<file path="src/rtl/lbm_cfg.svh">
`ifndef LBM_CFG_SVH
`define LBM_CFG_SVH

// Register byte addresses.
`define LBM_OFS_LADDER   8'h00
`define LBM_OFS_CONTROL  8'h04
`define LBM_OFS_BIASREF  8'h08
`define LBM_OFS_CONTRAST 8'h0C
`define LBM_OFS_STATUS   8'h10
`define LBM_OFS_SEGEN    8'h14
`define LBM_OFS_PIXEL0   8'h20
`define LBM_OFS_PIXEL3   8'h2C

// Ladder power control fields.
`define LBM_LAD_ATIME_LSB 0
`define LBM_LAD_ATIME_MSB 2
`define LBM_LAD_BPWR_LSB  4
`define LBM_LAD_BPWR_MSB  5
`define LBM_LAD_APWR_LSB  6
`define LBM_LAD_APWR_MSB  7
`define LBM_LAD_MASK      8'hF7

// Control fields.
`define LBM_CTL_MUX_LSB   0
`define LBM_CTL_MUX_MSB   1
`define LBM_CTL_WFT_BIT   2
`define LBM_CTL_EN_BIT    3
`define LBM_CTL_MASK      8'h0F

// Bias reference fields.
`define LBM_REF_EN_BIT    0
`define LBM_REF_FVR_BIT   1
`define LBM_REF_IDLE_BIT  2
`define LBM_REF_EXT_LSB   3
`define LBM_REF_EXT_MSB   5
`define LBM_REF_MASK      8'h3F

// Contrast field.
`define LBM_CST_MASK      8'h07
`define LBM_CST_LSB       0
`define LBM_CST_MSB       2

// Status fields.
`define LBM_ST_ACT_BIT    0
`define LBM_ST_PHB_BIT    1
`define LBM_ST_REF_BIT    2
`define LBM_ST_BUF_BIT    3

// Reset values.
`define LBM_RST_BYTE      8'h00
`define LBM_RST_WORD      32'h0000_0000

// Ladder interval lengths in 32 kHz periods.
`define LBM_INTV_TYPE_A   6'h10
`define LBM_INTV_TYPE_B   6'h20
`define LBM_CNT_ONE       6'h01
`define LBM_CNT_ZERO      6'h00

// Number of commons.
`define LBM_NUM_COM       4

`endif

</file>
<file path="src/rtl/lbm_pkg.sv">
package lbm_pkg;

  typedef enum logic {
    LBM_PH_A,
    LBM_PH_B
  } lbm_phase_e;

  typedef logic [1:0] lbm_pwr_t;

endpackage

</file>
<file path="src/rtl/lbm_ctrl.sv">
// The register offsets and the APB register port were chosen for this implementation.
`timescale 1ns/1ps
`default_nettype none
`include "lbm_cfg.svh"

module lbm_ctrl
  import lbm_pkg::*;
#(
  parameter int SEG_N = 32
)
(
  // Clock, reset and enable.
  input  wire logic                  clock_in,
  input  wire logic                  rstn_in,
  input  wire logic                  ce_in,
  // APB slave.
  input  wire logic                  psel_in,
  input  wire logic                  penable_in,
  input  wire logic                  pwrite_in,
  input  wire logic [7:0]            paddr_in,
  input  wire logic [31:0]           pwdata_in,
  output var  logic                  pready_out,
  output var  logic [31:0]           prdata_out,
  output var  logic                  pslverr_out,
  // Slow clock pin and port direction bits.
  input  wire logic                  clk32k_in,
  input  wire logic [3:0]            com_dir_in,
  input  wire logic [SEG_N-1:0]      seg_dir_in,
  // Bias and reference controls.
  output var  logic [1:0]            ladder_power_out,
  output var  logic                  ladder_phase_b_out,
  output var  logic [2:0]            contrast_tap_out,
  output var  logic                  contrast_on_out,
  output var  logic                  int_ref_on_out,
  output var  logic                  ref_src_fvr_out,
  output var  logic                  ref_buffer_on_out,
  output var  logic                  fvr_request_out,
  output var  logic [2:0]            ext_bias_en_out,
  output var  logic                  module_active_out,
  // Pin function selection.
  output var  logic [3:0]            com_active_out,
  output var  logic [3:0]            com_oe_out,
  output var  logic [1:0]            common_mux_out,
  output var  logic [SEG_N-1:0]      seg_lcd_out,
  output var  logic [SEG_N-1:0]      seg_oe_out,
  output var  logic [4*SEG_N-1:0]    pixel_data_out
);

  // One word of pixel data per common keeps the bus decode trivial, so a common holds at most 32 segments.
  generate
    if (SEG_N < 1 || SEG_N > 32)
    begin : g_seg_n_check
      $error("SEG_N must lie between 1 and 32");
    end
  endgenerate

  function automatic logic hit(input logic [7:0] a, input logic [7:0] ofs);
    hit = (a == ofs);
  endfunction

  // Registers.
  logic [7:0]       ladder_q;
  logic [7:0]       control_q;
  logic [7:0]       biasref_q;
  logic [7:0]       contrast_q;
  logic [SEG_N-1:0] segen_q;
  logic [SEG_N-1:0] pix_q [`LBM_NUM_COM];
  logic             pready_q;
  logic [31:0]      prdata_q;
  logic             pslverr_q;
  logic             s1_q;
  logic             s2_q;
  logic             s3_q;
  logic [5:0]       cnt_q;
  logic [5:0]       cnt_d;
  lbm_phase_e       phase_q;
  lbm_phase_e       phase_d;

  // Bus decode.
  wire        acc       = psel_in & penable_in;
  wire        done      = acc & pready_q;
  wire        wr        = done & pwrite_in;
  wire        a_ladder  = hit(paddr_in, `LBM_OFS_LADDER);
  wire        a_control = hit(paddr_in, `LBM_OFS_CONTROL);
  wire        a_biasref = hit(paddr_in, `LBM_OFS_BIASREF);
  wire        a_contr   = hit(paddr_in, `LBM_OFS_CONTRAST);
  wire        a_status  = hit(paddr_in, `LBM_OFS_STATUS);
  wire        a_segen   = hit(paddr_in, `LBM_OFS_SEGEN);
  wire        a_pixel   = (paddr_in >= `LBM_OFS_PIXEL0) && (paddr_in <= `LBM_OFS_PIXEL3) && (paddr_in[1:0] == 2'b00);
  wire [1:0]  pix_idx   = paddr_in[3:2];
  wire        mapped    = a_ladder | a_control | a_biasref | a_contr | a_status | a_segen | a_pixel;

  // Field views.
  wire [2:0]  atime     = ladder_q[`LBM_LAD_ATIME_MSB:`LBM_LAD_ATIME_LSB];
  wire [1:0]  bpwr      = ladder_q[`LBM_LAD_BPWR_MSB:`LBM_LAD_BPWR_LSB];
  wire [1:0]  apwr      = ladder_q[`LBM_LAD_APWR_MSB:`LBM_LAD_APWR_LSB];
  wire [1:0]  mux       = control_q[`LBM_CTL_MUX_MSB:`LBM_CTL_MUX_LSB];
  wire        waveform_type_sel       = control_q[`LBM_CTL_WFT_BIT];
  wire        active    = control_q[`LBM_CTL_EN_BIT];
  wire        ref_en    = biasref_q[`LBM_REF_EN_BIT];
  wire        fvr_sel   = biasref_q[`LBM_REF_FVR_BIT];
  wire        idle_en   = biasref_q[`LBM_REF_IDLE_BIT];

  // Ladder sequencing.
  wire        tick      = s2_q & ~s3_q;
  wire [5:0]  intv      = waveform_type_sel ? `LBM_INTV_TYPE_B : `LBM_INTV_TYPE_A;
  wire        last      = (cnt_q == (intv - `LBM_CNT_ONE));
  wire        in_a      = ({3'b000, atime} > cnt_d);

  always_comb
  begin
    cnt_d = cnt_q;
    if (!active)
    begin
      cnt_d = `LBM_CNT_ZERO;
    end
    else if (tick)
    begin
      cnt_d = last ? `LBM_CNT_ZERO : (cnt_q + `LBM_CNT_ONE);
    end
  end

  always_comb
  begin
    case (phase_q)
      LBM_PH_A:
      begin
        phase_d = in_a ? LBM_PH_A : LBM_PH_B;
      end
      LBM_PH_B:
      begin
        phase_d = in_a ? LBM_PH_A : LBM_PH_B;
      end
      default:
      begin
        phase_d = LBM_PH_B;
      end
    endcase
  end

  // Derived outputs.
  wire        ph_b      = (phase_d == LBM_PH_B);
  wire [1:0]  lad_pwr_d = !active ? 2'b00 : (ph_b ? bpwr : apwr);
  wire        ref_on_d  = active & ref_en;
  wire        cst_on_d  = active & ref_en;
  wire        buf_on_d  = ref_on_d & fvr_sel & ~(idle_en & ph_b);
  wire        fvr_req_d = ref_on_d & fvr_sel;
  wire [3:0]  com_act_d;
  wire [3:0]  com_oe_d;
  wire [SEG_N-1:0] seg_oe_d = segen_q | ~seg_dir_in;

  genvar gi;
  generate
    for (gi = 0; gi < `LBM_NUM_COM; gi++)
    begin : g_com
      assign com_act_d[gi] = active & (2'(gi) <= mux);
      assign com_oe_d[gi]  = com_act_d[gi] | ~com_dir_in[gi];
    end
  endgenerate

  wire [31:0] status_w  = {28'h0000000, buf_on_d, ref_on_d, ph_b, active};

  logic [31:0] rdata_d;
  always_comb
  begin
    rdata_d = `LBM_RST_WORD;
    if (a_ladder)  rdata_d = {24'h000000, ladder_q};
    if (a_control) rdata_d = {24'h000000, control_q};
    if (a_biasref) rdata_d = {24'h000000, biasref_q};
    if (a_contr)   rdata_d = {24'h000000, contrast_q};
    if (a_status)  rdata_d = status_w;
    if (a_segen)   rdata_d = 32'(segen_q);
    if (a_pixel)   rdata_d = 32'(pix_q[pix_idx]);
  end

  // Bus answer: one wait state, so every answer leaves a flip-flop.
  always_ff @(posedge clock_in or negedge rstn_in)
  begin
    if (!rstn_in)
    begin
      pready_q  <= 1'b0;
      prdata_q  <= `LBM_RST_WORD;
      pslverr_q <= 1'b0;
    end
    else if (ce_in)
    begin
      pready_q  <= acc & ~pready_q;
      prdata_q  <= (acc & ~pready_q & ~pwrite_in) ? rdata_d : `LBM_RST_WORD;
      pslverr_q <= acc & ~pready_q & ~mapped;
    end
  end

  // Software registers.
  always_ff @(posedge clock_in or negedge rstn_in)
  begin
    if (!rstn_in)
    begin
      ladder_q   <= `LBM_RST_BYTE;
      control_q  <= `LBM_RST_BYTE;
      biasref_q  <= `LBM_RST_BYTE;
      contrast_q <= `LBM_RST_BYTE;
      segen_q    <= '0;
    end
    else if (ce_in && wr)
    begin
      if (a_ladder)  ladder_q   <= pwdata_in[7:0] & `LBM_LAD_MASK;
      if (a_control) control_q  <= pwdata_in[7:0] & `LBM_CTL_MASK;
      if (a_biasref) biasref_q  <= pwdata_in[7:0] & `LBM_REF_MASK;
      if (a_contr)   contrast_q <= pwdata_in[7:0] & `LBM_CST_MASK;
      if (a_segen)   segen_q    <= pwdata_in[SEG_N-1:0];
    end
  end

  // Pixel memory: one bit per common and segment pair.
  always_ff @(posedge clock_in or negedge rstn_in)
  begin
    if (!rstn_in)
    begin
      for (int i = 0; i < `LBM_NUM_COM; i++)
      begin
        pix_q[i] <= '0;
      end
    end
    else if (ce_in && wr && a_pixel)
    begin
      pix_q[pix_idx] <= pwdata_in[SEG_N-1:0];
    end
  end

  // Slow clock synchroniser: the second and third stages feed logic, second high with third low marking its rising edge.
  always_ff @(posedge clock_in or negedge rstn_in)
  begin
    if (!rstn_in)
    begin
      s1_q    <= 1'b0;
      s2_q    <= 1'b0;
      s3_q    <= 1'b0;
    end
    else if (ce_in)
    begin
      s1_q    <= clk32k_in;
      s2_q    <= s1_q;
      s3_q    <= s2_q;
    end
  end

  // Ladder counter and phase.
  always_ff @(posedge clock_in or negedge rstn_in)
  begin
    if (!rstn_in)
    begin
      cnt_q   <= `LBM_CNT_ZERO;
      phase_q <= LBM_PH_B;
    end
    else if (ce_in)
    begin
      cnt_q   <= cnt_d;
      phase_q <= phase_d;
    end
  end

  // Registered bias and reference outputs.
  always_ff @(posedge clock_in or negedge rstn_in)
  begin
    if (!rstn_in)
    begin
      ladder_power_out   <= 2'b00;
      ladder_phase_b_out <= 1'b1;
      contrast_tap_out   <= 3'b000;
      contrast_on_out    <= 1'b0;
      int_ref_on_out     <= 1'b0;
      ref_src_fvr_out    <= 1'b0;
      ref_buffer_on_out  <= 1'b0;
      fvr_request_out    <= 1'b0;
      ext_bias_en_out    <= 3'b000;
      module_active_out  <= 1'b0;
    end
    else if (ce_in)
    begin
      ladder_power_out   <= lad_pwr_d;
      ladder_phase_b_out <= ph_b;
      contrast_tap_out   <= contrast_q[`LBM_CST_MSB:`LBM_CST_LSB];
      contrast_on_out    <= cst_on_d;
      int_ref_on_out     <= ref_on_d;
      ref_src_fvr_out    <= fvr_sel;
      ref_buffer_on_out  <= buf_on_d;
      fvr_request_out    <= fvr_req_d;
      ext_bias_en_out    <= biasref_q[`LBM_REF_EXT_MSB:`LBM_REF_EXT_LSB];
      module_active_out  <= active;
    end
  end

  // Registered pin function outputs.
  always_ff @(posedge clock_in or negedge rstn_in)
  begin
    if (!rstn_in)
    begin
      com_active_out     <= 4'h0;
      com_oe_out         <= 4'h0;
      common_mux_out     <= 2'b00;
      seg_lcd_out        <= '0;
      seg_oe_out         <= '0;
    end
    else if (ce_in)
    begin
      com_active_out     <= com_act_d;
      com_oe_out         <= com_oe_d;
      common_mux_out     <= mux;
      seg_lcd_out        <= segen_q;
      seg_oe_out         <= seg_oe_d;
    end
  end

  // Registered pixel image.
  always_ff @(posedge clock_in or negedge rstn_in)
  begin
    if (!rstn_in)
    begin
      pixel_data_out     <= '0;
    end
    else if (ce_in)
    begin
      pixel_data_out     <= {pix_q[3], pix_q[2], pix_q[1], pix_q[0]};
    end
  end

  assign pready_out  = pready_q;
  assign prdata_out  = prdata_q;
  assign pslverr_out = pslverr_q;

endmodule

`default_nettype wire

</file>
<file path="config.mk">
export PLATFORM = sky130hd
export DESIGN_NAME = lbm_ctrl
export DESIGN_NICKNAME = d
export VERILOG_FILES = /design/src/rtl/lbm_pkg.sv /design/src/rtl/lbm_ctrl.sv
export VERILOG_INCLUDE_DIRS = /design/src /design/src/rtl
export SDC_FILE = /design/constraint.sdc
export NUM_CORES = 1
export LEC_CHECK = 0
export BUFFER_PORTS_ARGS = -buffer_cell sky130_fd_sc_hd__buf_4
export CORE_ASPECT_RATIO = 0.5
export CORE_MARGIN = 3
export CORE_UTILIZATION = 45
export DETAILED_ROUTE_END_ITERATION = 12
export PLACE_DENSITY_LB_ADDON = 0.1
export SLEW_MARGIN = 20
export SYNTH_ARGS = -nofsm -noshare
export SYNTH_HDL_FRONTEND = slang
export SYNTH_SLANG_ARGS = --single-unit
</file>
<file path="constraint.sdc">
create_clock -name clock_in -period 7.5 [get_ports clock_in]
set_input_delay 0.75 -clock clock_in [delete_from_list [all_inputs] [get_ports clock_in]]
set_output_delay 0.75 -clock clock_in [all_outputs]
set_load 0.01 [all_outputs]
</file>
# --- Word level (Yosys, flattened, before mapping) ---
# Cells that the tools add are included.
totals:
  ff_bits: 439
  in_bits: 83
  wordCells: 118
classes:
  addsub: 2
  n_lt_le_gt_ge: 9
  n_eq_ne: 6
  muxes: 21
  bitwise: 37
  reduce_logical: 12
op_table:
  columns: ["op", "n"]
  rows:
  - ["$mux 32", 10]
  - ["$bwmux 128", 1]
  - ["$bmux 32 s2", 1]
  - ["$demux 32 s2", 1]
  - ["$not 32->32", 1]
  - ["$or 32x32->32", 1]
  - ["$mux 6", 4]
  - ["$eq 8x4->1 const B", 2]
  - ["$eq 8x5->1 const B", 2]
  - ["$and 1x1->1", 15]
  - ["$or 1x1->1", 10]
  - ["$reduce_and 2->1", 5]
  - ["$not 1->1", 9]
  - ["$eq 8x3->1 const B", 1]
  - ["$ge 8x6->1 const B", 1]
  - ["$le 8x6->1 const B", 1]
  - ["$logic_not 8->1", 1]
  - ["$mux 8", 1]
  - ["$add 6x1->6 const B", 1]
  - ["$eq 6x6->1", 1]
  - ["$gt 3x6->1", 1]
  - ["$sub 6x1->6 const B", 1]
  - ["$logic_and 1x1->1", 5]
  - ["$le 1x2->1 const A", 2]
  - ["7 further kinds", 9]

# --- Longest topological paths before layout ---
# Gate-level depths: netlist (run 1).
depth:
  ltp_word: 15
  depth_mapped: 12

# --- Worst setup path after synthesis (run 1) ---
# Ideal clock, no wire load.
synth_path:
  kind: "input port to flip-flop"
  startpoint: "input paddr_in[6]"
  endpoint: "register pix_q[11] (netlist bit)"
  setup_ps: 125
  arrival_time_ps: 2573
  required_time_ps: 7375
  setup_slack_ps: 4802
  cell_stages: 7
  n_path_buf: 2
  path_cell_list: "or4_4 > nor3b_4 > and2_1 > and3_1 > buf_2 > buf_4 > mux2_2"
synth_between:
  elab_chain_len: 4
  word_cells_on_any_way: 5
  classes_between: "order compare: 2; reduce/logical: 3"
synth_rtl:
  columns: ["item", "line", "source"]
  rows:
  - ["start, declared", "lbm_ctrl.sv:20", "input wire logic [7:0] paddr_in,"]
  - ["$ge 8x6->1 (no source line) or $le 8x6->1 (tied branches)", null, null]
  - ["$logic_and 1x1->1 * (2 in series)", "lbm_ctrl.sv:89", "wire a_pixel = (paddr_in >= `LBM_OFS_PIXEL0) && (paddr_in <= `LBM_OFS_PIXEL3) && (paddr_in[1:0] == 2'b00);"]
  - ["$logic_and 1x1->1 *", "lbm_ctrl.sv:224", "else if (ce_in && wr && a_pixel)"]
  - ["end signal, assigned by index", "lbm_ctrl.sv:226", "pix_q[pix_idx] <= pwdata_in[SEG_N-1:0];"]
  - ["end, declared", "lbm_ctrl.sv:67", "logic [SEG_N-1:0] pix_q [`LBM_NUM_COM];"]
# Every way passes the cells marked *; elsewhere a longest branch is shown, timed or not.
# A chain may end at the register's enable or synchronous reset.

# --- Worst setup path after layout (run 1) ---
layout_path:
  startpoint: "input paddr_in[6]"
  endpoint: "register segen_q[20]"
layout_between:
  elab_chain_len: 2
layout_rtl:
  columns: ["item", "line", "source"]
  rows:
  - ["$eq 8x5->1", "lbm_ctrl.sv:58", "hit = (a == ofs);"]
  - ["$reduce_and 2->1 (no source line)", null, null]
  - ["end signal, assigned", "lbm_ctrl.sv:210", "if (a_segen) segen_q <= pwdata_in[SEG_N-1:0];"]
  - ["end, declared", "lbm_ctrl.sv:66", "logic [SEG_N-1:0] segen_q;"]
# Every way passes these cells.

==> flow_metrics.py, run 1 <==
metrics = {
    "global_routing": {
        "grt_pass1_wl_um": 72600,
        "grt_start_max_net_pins": 197,
        "antenna_found_initial": 0,
        "grt_usage_pct": 21.9,
        "gr-total-overflow": 0,
        "grt_pass1_vias": 12000,
    },
    "floorplan": {
        "start_util_pct": 46.8,
        "pin_count": 334,
        "die_w_um": 288,
        "num_rows": 50,
        "die_y_um": 147,
        "coreArea_sq_um": 38300,
        "die_area_sq_um": 42400,
    },
    "cells_and_area": {
        "nFillCells": 3105,
        "nets": 1609,
        "seq_area_sq_um": 11000,
        "design_area_sq_um": 22400,
        "multi_input_area_sq_um": 6460,
        "post_route_cells_drive_above_1_share_pct": 52.4,
        "diodes": 0,
        "area_delta_synth_final_pct": 25.0,
        "layout_common_cells": "437 x dfrtp_1, 350 x mux2_2, 339 x buf_4",
        "final_common_cell": "dfrtp_1",
    },
    "sta": {
        "hold_slack_ns": 0.0632,
        "hold_viol_final": 0,
        "worst_pin_slew_ns": 1.37,
        "setup_viol_count_final": 0,
        "finalSetupTns_ns": 0,
        "period_needed_ns": 3.42,
        "rsz0062_at_grt": "false",
        "fin_worst_skew_ns": 0.0219,
        "setup_slack_ns": 4.08,
        "fin_crit_sh_pct": 45.5,
        "drv_slew": 0,
        "fmax_ghz": 0.293,
        "max_slew_margin_pct": 8.50,
    },
    "placed_design": {
        "dpl-instance-area_sq_um": 20900,
        "dpl.hpwl_um": 30700,
        "place_ws_ns": 3.55,
        "io_buffers": 333,
        "place_congestion": 0.791,
    },
    "synthesis": {
        "synth-seq-cells": 438,
        "synth_edf_count": 0,
        "synth_nets": 1299,
        "yosysUniqueCellTypes": 52,
        "async_flop_share_pct": 100,
        "ys.flop_type": "dfrtp_1",
        "synth_warnings": 0,
        "syn_avg_cell_area_sq_um": 14.8,
        "ys_seq_area_share_pct": 61.2,
        "synth_cells": 1212,
        "syn_area_sq_um": 17900,
    },
    "clock_tree": {
        "post_cts_buffers": 0,
        "cts_tree": "yes",
        "clock-root-buffer": "clkbuf_16",
        "clk_pin_slew_ns": 0.06,
        "clock_latency_ns": 0.55,
        "cts_sinks": 438,
        "cts_buffers": 41,
        "cts_max_level": 2,
        "hold_buffers": 0,
        "cts_resized": 0,
        "cts_max_path_buffers": 3,
    },
    "critical_path": {
        "cp.required_ns": 7.91,
        "crit_chain": "buf_4 -> or4_4 -> nor2_2 -> and3_2 -> nand2_2 -> mux2_2",
        "crit_path_start_kind": "input port",
        "worstSetupStartpoint": "paddr_in[6]",
        "slowest_stage": "nand2_2",
        "crit_arrival_ns": 3.82,
        "r2r_start": "s2_q",
        "worstPathMaxFanout": 33,
        "path_class": "in -> reg",
        "critical_path.max_stage_delay_ns": 0.82,
        "worstSetupEndpointType": "register",
    },
    "worst_hold_path": {
        "hold_path.class": "in -> async",
    },
    "drt": {
        "wl_per_cell_um": 22.3,
        "first_iter_violations": 627,
        "viasPerCell": 5.52,
        "firstDrtPassIters": 5,
        "wl_um": 46300,
        "ant_nets": 0,
        "drc": 0,
        "routed-via-count": 11400,
    },
    "status": {
        "outcome": "finished, final reports clean",
    },
    "run": {
        "drv_cap": 0,
    },
    "power_and_ir_drop": {
        "power_mw": 4.92,
        "peakVddDrop_uv": 144,
        "power_density_nw_per_um2": 220,
        "power.leakage_nw": 11.3,
    },
}
==> state kept, by name, summed over array words and instances (netlist names), 6 cells and up <==
register        count
segen_q            32
ladder_q            7
pixel_data_out    128
seg_lcd_out        32
biasref_q           6
cnt_q               6
prdata_out         32
pix_q             128
seg_oe_out         32
==> cells in the mapped netlist (2+ instances only) <==
library cell	instances	area [sq um]
o31ai_1	3	22.5
and2_1	3	18.8
o2111ai_1	2	17.5
inv_1	44	165
a22oi_1	25	188
o221ai_1	2	17.5
nand2_1	21	78.8
mux4_2	35	788
xnor2_1	2	17.5
or3_1	3	18.8
buf_2	14	70.1
buf_1	10	37.5
nand4_1	3	18.8
mux2i_1	2	20.0
a222oi_1	3	30.0
mux2_2	350	3940
buf_4	5	37.5
dfrtp_1	437	10900
ha_1	4	50.1
a22o_1	6	52.6
o21ai_0	17	85.1
a21o_1	3	22.5
nand3_1	12	60.1
nor2b_1	8	50.1
and3_1	2	12.5
nor2_1	44	165
a221oi_1	2	17.5
a21oi_1	8	40.0
mux2_1	2	22.5
a31oi_1	37	231
nor3_1	3	15.0
o2bb2ai_1	33	289
clkbuf_1	48	180
==> logic make-up after synthesis <==
kind of cell / count (synthesis) / synth area share [%]
flops: 438 / 61.2
mux: 389 / 26.7
compound gates: 150 / 6.08
buf+inv: 121 / 2.74
simple gates: 107 / 2.87
fa+ha+maj: 4 / 0.280
xor+xnor: 3 / 0.147
==> where the power goes <==
part,switching [mW],leakage (nW),internal (mW)
combinational,0.144,4.52,0.0962
sequential,0.0159,6.01,2.39
clock,0.898,0.735,1.38
==> path summary, 6_finish.rpt <==
path | to | slack (ns) | cells after the start
setup / recovery | segen_q[20] | 4.08 | 6
hold / removal | pix_q[71] | 0.06 | 1
setup reg to reg | prdata_out[3] | 4.40 | 10
hold reg to reg | com_active_out[1] | 0.49 | 2
max in group asynchronous | seg_oe_out[30] | 5.72 | 3
min in group clock_in | seg_oe_out[8] | 0.39 | 2
==> critical path: cells and delay by family <==
kind / cells / cell delay [ns]
multiplexers: 1 / 0.54
AND/OR/NAND/NOR: 4 / 2.40
buffers and inverters: 1 / 0.11
==> area by class of cell <==
class	count	area share, %
Sequential cell	438	49.0
Clock inverter	17	1.22
Tap cell	520	2.91
Multi-Input combinational cell	653	28.9
Inverter	44	0.738
Timing Repair Buffer	344	11.8
Clock buffer	55	5.46
==> through the flow <==
step                      std cells  utilization, %
after floorplan                1212               -
after global placement         1998            54.5
after detailed placement       1998            54.5
after CTS                      2070            58.4
after global routing           2071            58.4
final                          2071            58.4
==> routing by layer <==
metal,vias to the layer above,routed length [um],global-route usage [%]
met5,-,0,0
met4,0,1120,5.89
met2,250,23500,37.7
met1,6063,19800,29.3
li1,5046,-,-
met3,71,1860,3.30
No activity file was read; power rests on OpenSTA's default activity.
==> inputs of run 2 (changes only) <==
==> constraint.sdc (replaced) <==
create_clock -name clock_in -period 3.3 [get_ports clock_in]
set_input_delay 0.33 -clock clock_in [delete_from_list [all_inputs] [get_ports clock_in]]
set_output_delay 0.33 -clock clock_in [all_outputs]
set_load 0.01 [all_outputs]
==> run 2 against run 1 <==
  * Power rose by 120%
  * Clock power rose by 110%
  * Sequential share of layout area fell by 0.95 points
  * Die area did not move
  * Clock skew fell by 0.011 ns
  * First-iteration DRC count rose by 16%
  * Non-clock buffer count rose by 52
  * Sequential power rose by 130%
  * Critical path type is now reg -> reg
  * Highest routed layer unchanged
==> flow_metrics.py, run 2 (synthesis results as in run 1) <==
metrics = {
    "critical_path": {
        "r2r_start": "s2_q",
        "r2r_end": "prdata_out[3]",
        "crit_chain": "nor2b_1 -> mux2i_1 -> nand2b_1 -> ha_1 -> nor2b_1 -> o21a_1 -> o21ai_0 -> a31oi_1 -> a21boi_0 -> o22ai_1",
        "reg2reg_depth": 10,
        "path_class": "reg -> reg",
        "reg2reg_slack_ns": 0.46,
        "crit_arrival_ns": 3.24,
        "critical_path.max_stage_delay_ns": 0.43,
        "cp_top_family": "compound AO/OA/AOI/OAI gates",
        "cp.required_ns": 3.71,
        "path_buf_inv": 0,
        "worstSetupEndpointType": "register",
        "slowest_stage": "nor2b_1",
        "worstPathMaxFanout": 6,
        "crit_path_start_kind": "register",
        "path_common_cell": "nor2b_1",
    },
    "floorplan": {
        "pin_count": 334,
        "start_util_pct": 46.8,
        "die_area_sq_um": 42400,
        "coreArea_sq_um": 38300,
        "die_y_um": 147,
        "num_rows": 50,
        "die_w_um": 288,
    },
    "cells_and_area": {
        "post_route_cells_drive_above_1_share_pct": 51.2,
        "reg.largest.list": "pix_q x128, pixel_data_out x128",
        "layout_common_cells": "437 x dfrtp_1, 350 x mux2_2, 347 x buf_4",
        "area_delta_synth_final_pct": 27.5,
        "final_common_cell": "dfrtp_1",
        "design_area_sq_um": 22800,
        "seq_area_sq_um": 11000,
        "nFillCells": 3080,
        "nets": 1660,
        "multi_input_area_sq_um": 6460,
    },
    "worst_hold_path": {
        "holdPathEnd": "s1_q",
        "hold_path.class": "in -> reg",
        "hold_start": "clk32k_in",
        "hold_path_depth": 2,
    },
    "sta": {
        "hold_viol_final": 0,
        "drv_slew": 0,
        "hold_slack_ns": 0.0341,
        "finalSetupTns_ns": 0,
        "setup_viol_count_final": 0,
        "worst_pin_slew_ns": 0.980,
        "period_needed_ns": 2.84,
        "fmax_ghz": 0.352,
        "max_slew_margin_pct": 34.7,
        "rsz0062_at_grt": "false",
        "fin_crit_sh_pct": 86.1,
        "fin_worst_skew_ns": 0.0109,
    },
    "placed_design": {
        "dpl.hpwl_um": 32200,
        "dpl-instance-area_sq_um": 21100,
        "io_buffers": 333,
        "place_congestion": 0.836,
    },
    "global_routing": {
        "gr-total-overflow": 0,
        "grt_pass1_vias": 12500,
        "grt_usage_pct": 22.5,
        "grt_start_max_net_pins": 87,
        "grt_pass1_wl_um": 74600,
        "antenna_found_initial": 1,
    },
    "clock_tree": {
        "cts_tree": "yes",
        "cts_buffers": 40,
        "clk_pin_slew_ns": 0.07,
        "post_cts_buffers": 0,
        "cts_max_level": 2,
        "clock_latency_ns": 0.53,
        "clock-root-buffer": "clkbuf_16",
        "cts_max_path_buffers": 3,
        "cts_sinks": 438,
    },
    "drt": {
        "firstDrtPassIters": 5,
        "viasPerCell": 5.49,
        "drc": 0,
        "routed-via-count": 11600,
        "ant_nets": 0,
        "first_iter_violations": 730,
        "wl_um": 47300,
        "wl_per_cell_um": 22.3,
    },
    "power_and_ir_drop": {
        "power.leakage_nw": 11.5,
        "power_density_nw_per_um2": 480,
        "power_mw": 11.0,
        "peakVddDrop_uv": 322,
    },
    "run": {
        "drv_cap": 0,
    },
    "status": {
        "outcome": "finished, final reports clean",
    },
}
==> run 2: report_power, final <==
part	leakage [nW]	internal [mW]	switching, mW
Combinational	4.78	0.259	0.346
Clock	0.680	2.90	1.99
Sequential	6.01	5.42	0.0356
==> run 2: worst max-delay path by stage <==
| stage | startpoint | endpoint | cells past startpoint | slack (ns) |
|---|---|---|---|---|
| 2_1_floorplan | s3_q | prdata_out[3] | 11 | 0.96 |
| 3_3_place_gp | s3_q | ref_buffer_on_out | 11 | 0.63 |
| 3_5_place_dp | s2_q | ref_buffer_on_out | 11 | 0.53 |
| 4_1_cts | s2_q | ref_buffer_on_out | 11 | 0.50 |
| 5_1_grt | s2_q | ref_buffer_on_out | 11 | 0.12 |
| 6_report | s2_q | prdata_out[3] | 10 | 0.46 |
==> run 2: through the flow <==
stage          cells  utilization (%)  setup slack (ns)
2_1_floorplan   1212                -             0.963
3_3_place_gp    2014             55.0             0.629
3_5_place_dp    2014             55.0             0.528
4_1_cts         2120             59.6             0.500
5_1_grt         2121             59.6             0.117
6_report        2121             59.6             0.460
==> run 2: final cells by class <==
| type | count | share of cell area, % |
|---|---|---|
| inverter | 44 | 0.724 |
| clock inverter | 14 | 0.965 |
| antenna | 1 | 0.0110 |
| clock buffer | 55 | 5.03 |
| multi-input combinational | 653 | 28.3 |
| timing repair buffer | 396 | 14.0 |
| sequential | 438 | 48.0 |
| tap | 520 | 2.85 |
==> run 2: what timing repair did <==
| action | in CTS | in global routing |
|---|---|---|
| endpoints found under the hold margin | 115 | 0 |
| gates resized for setup | 0 | 0 |
| hold buffers | 37 | 0 |
==> run 2: metal layers <==
metal / vias up / part of all wire (%) / track usage [%]
li1: 5141 / - / -
met1: 6136 / 42 / 29.7
met2: 272 / 50 / 38.1
met3: 87 / 4.2 / 3.77
met4: 0 / 3.2 / 7.63
met5: - / 0 / 0
==> inputs of run 3 (changes only) <==
--- a/config.mk
+++ b/config.mk
@@ -7,7 +7,6 @@
 export NUM_CORES = 1
 export LEC_CHECK = 0
 export BUFFER_PORTS_ARGS = -buffer_cell sky130_fd_sc_hd__buf_4
-export CORE_ASPECT_RATIO = 0.5
 export CORE_MARGIN = 3
 export CORE_UTILIZATION = 45
 export DETAILED_ROUTE_END_ITERATION = 12
==> constraint.sdc (replaced) <==
create_clock -name clock_in -period 3.3 [get_ports clock_in]
set_input_delay 0.33 -clock clock_in [delete_from_list [all_inputs] [get_ports clock_in]]
set_output_delay 0.33 -clock clock_in [all_outputs]
set_load 0.02 [all_outputs]
==> run 3 against run 2 <==
  * Die area shrank 0.34%
  * Cell count grew 1.1%
  * Combinational power up 6.9%
  * Largest power group unchanged
  * Clock skew rose by 0.0036 ns
  * Final area increased by 1.1%
  * Largest cell class unchanged
  * Setup slack improved by 0.085 ns
  * Critical path type unchanged
  * Flip-flop and latch count stayed put
  * First-iteration DRC count shrank 13%
  * Global-route usage increased by 0.26 points
  * Critical path depth did not move
==> flow_metrics.py, run 3 (synthesis results as in run 1) <==
metrics = {
    "clock_tree": {
        "cts_buffers": 48,
        "cts_sinks": 438,
        "clk_pin_slew_ns": 0.07,
        "cts_tree": "yes",
        "clock_latency_ns": 0.58,
        "post_cts_buffers": 0,
        "cts_max_path_buffers": 3,
        "cts_resized": 0,
        "clock-root-buffer": "clkbuf_16",
        "cts_max_level": 2,
    },
    "drt": {
        "wl_um": 47700,
        "viasPerCell": 5.40,
        "ant_nets": 0,
        "routed-via-count": 11600,
        "drc": 0,
        "first_iter_violations": 634,
        "wl_per_cell_um": 22.3,
        "firstDrtPassIters": 5,
    },
    "global_routing": {
        "gr-total-overflow": 0,
        "grt_usage_pct": 22.8,
        "antenna_found_initial": 1,
        "grt_pass1_wl_um": 73900,
        "grt_pass1_vias": 12300,
        "grt_start_max_net_pins": 109,
    },
    "critical_path": {
        "crit_chain": "nor2b_1 -> nand4_1 -> o31ai_1 -> nor2_1 -> ha_1 -> nand3_1 -> o21ai_0 -> a31oi_1 -> a21boi_0 -> o22ai_1",
        "critical_path.max_stage_delay_ns": 0.42,
        "cp.required_ns": 3.74,
        "worstPathMaxFanout": 6,
        "crit_arrival_ns": 3.20,
        "slowest_stage": "o31ai_1",
        "path_class": "reg -> reg",
        "worstSetupEndpointType": "register",
        "crit_path_start_kind": "register",
    },
    "status": {
        "outcome": "finished, final reports clean",
    },
    "sta": {
        "max_slew_margin_pct": 36.6,
        "drv_slew": 0,
        "worst_pin_slew_ns": 0.951,
        "finalSetupTns_ns": 0,
        "period_needed_ns": 2.76,
        "fin_crit_sh_pct": 83.5,
        "fin_worst_skew_ns": 0.0145,
        "setup_viol_count_final": 0,
        "fmax_ghz": 0.363,
        "setup_slack_ns": 0.545,
        "hold_viol_final": 0,
        "rsz0062_at_grt": "false",
    },
    "power_and_ir_drop": {
        "power_density_nw_per_um2": 495,
        "p_clk_share_pct": 46.5,
        "power.leakage_nw": 11.6,
        "p_sw_mw": 2.56,
        "p_comb_share_pct": 5.7,
        "switching_share_pct": 22.4,
        "power_frac_seq_pct": 47.9,
        "peakVddDrop_uv": 367,
        "p_int_mw": 8.85,
    },
    "floorplan": {
        "die_w_um": 205,
        "die_y_um": 205,
        "num_rows": 72,
        "start_util_pct": 45.9,
        "pin_count": 334,
        "coreArea_sq_um": 39000,
        "die_area_sq_um": 42200,
    },
    "placed_design": {
        "place_ws_ns": 0.601,
        "place_congestion": 0.808,
        "dpl.hpwl_um": 31400,
        "io_buffers": 333,
    },
    "cells_and_area": {
        "final_common_cell": "dfrtp_1",
        "layout_common_cells": "437 x dfrtp_1, 352 x buf_4, 350 x mux2_2",
        "post_route_cells_drive_above_1_share_pct": 51.3,
        "nets": 1679,
        "nFillCells": 3140,
        "area_delta_synth_final_pct": 28.8,
        "reg.largest.list": "pix_q x128, pixel_data_out x128",
    },
    "run": {
        "drv_cap": 0,
    },
    "worst_hold_path": {
        "hold_path.class": "in -> reg",
    },
}
[run 3: cell types whose count changed in the layout (fill, tap and decap cells not counted), sizes merged]
cell / before / now
clkbuf: 55 / 73
bufinv: 6 / 1
clkinv: 8 / 7
dlygate4sd3: 37 / 48
inv: 44 / 46
[run 3: final cells by class]
class / count / area, sq um / area share (%)
diodes: 1 / 2.50 / 0.0109
clock buffers: 73 / 1490 / 6.44
clock inverters: 10 / 82.6 / 0.358
inverters: 44 / 165 / 0.716
multi-input cells: 653 / 6460 / 28.0
flip-flops and latches: 438 / 11000 / 47.5
well taps: 518 / 648 / 2.81
repair buffers: 407 / 3250 / 14.1
[run 3: power by group through the flow]
stage | Clock [mW] | Sequential (mW) | Combinational, mW
6_report | 5.30 | 5.46 | 0.647
5_1_grt | 5.66 | 5.47 | 0.709
4_1_cts | 5.44 | 5.46 | 0.662
3_5_place_dp | 0 | 5.56 | 0.615
3_3_place_gp | 0 | 5.56 | 0.613
2_1_floorplan | 0 | 5.61 | 0.189
[run 3: worst paths after layout]
check                                from                 end  slack (ns)  depth (start not counted)
setup / recovery                     s2_q       prdata_out[3]        0.54                         10
hold / removal              pwdata_in[29]           pix_q[61]        0.03                          2
setup reg to reg                     s2_q       prdata_out[3]        0.54                         10
hold reg to reg            prdata_out[26]      prdata_out[26]        0.49                          1
max in group asynchronous         rstn_in  pixel_data_out[57]        2.05                          3
min in group asynchronous         rstn_in       seg_oe_out[1]        0.26                          2
[run 3: critical path, delay by kind of cell (launching register included)]
family	cells	cell delay, ns
compound gates	5	1.11
simple gates	4	0.86
flops	1	0.37
fa+ha+maj	1	0.28
[run 3: layer usage]
layer  share of wire, %  global-route usage, %  up-vias  wire length (um)
li1                   -                      -     5191                 -
met1                 44                   31.4     6004             21000
met2                 47                   36.3      317             22500
met3                7.1                   5.81       64              3380
met4                1.9                   6.00        0               897
met5                  0                      0        -                 0
[run 3: per-stage QoR]
step	utilization (%)	total power, mW	instance area, sq um	instances	hold WS [ns]
3_5_place_dp	53.9	6.17	21000	2012	0.289
4_1_cts	59.1	11.6	23100	2143	0.000782
2_1_floorplan	-	5.80	17900	1212	0.0344
5_1_grt	59.1	11.8	23100	2144	0.0158
6_report	59.1	11.4	23100	2144	0.0289
3_3_place_gp	53.9	6.17	21000	2012	0.291
[run 3: timing repair]
action                                 CTS  global route
hold buffers                            48             0
endpoints found under the hold margin  119             0
setup endpoints to repair                0             0
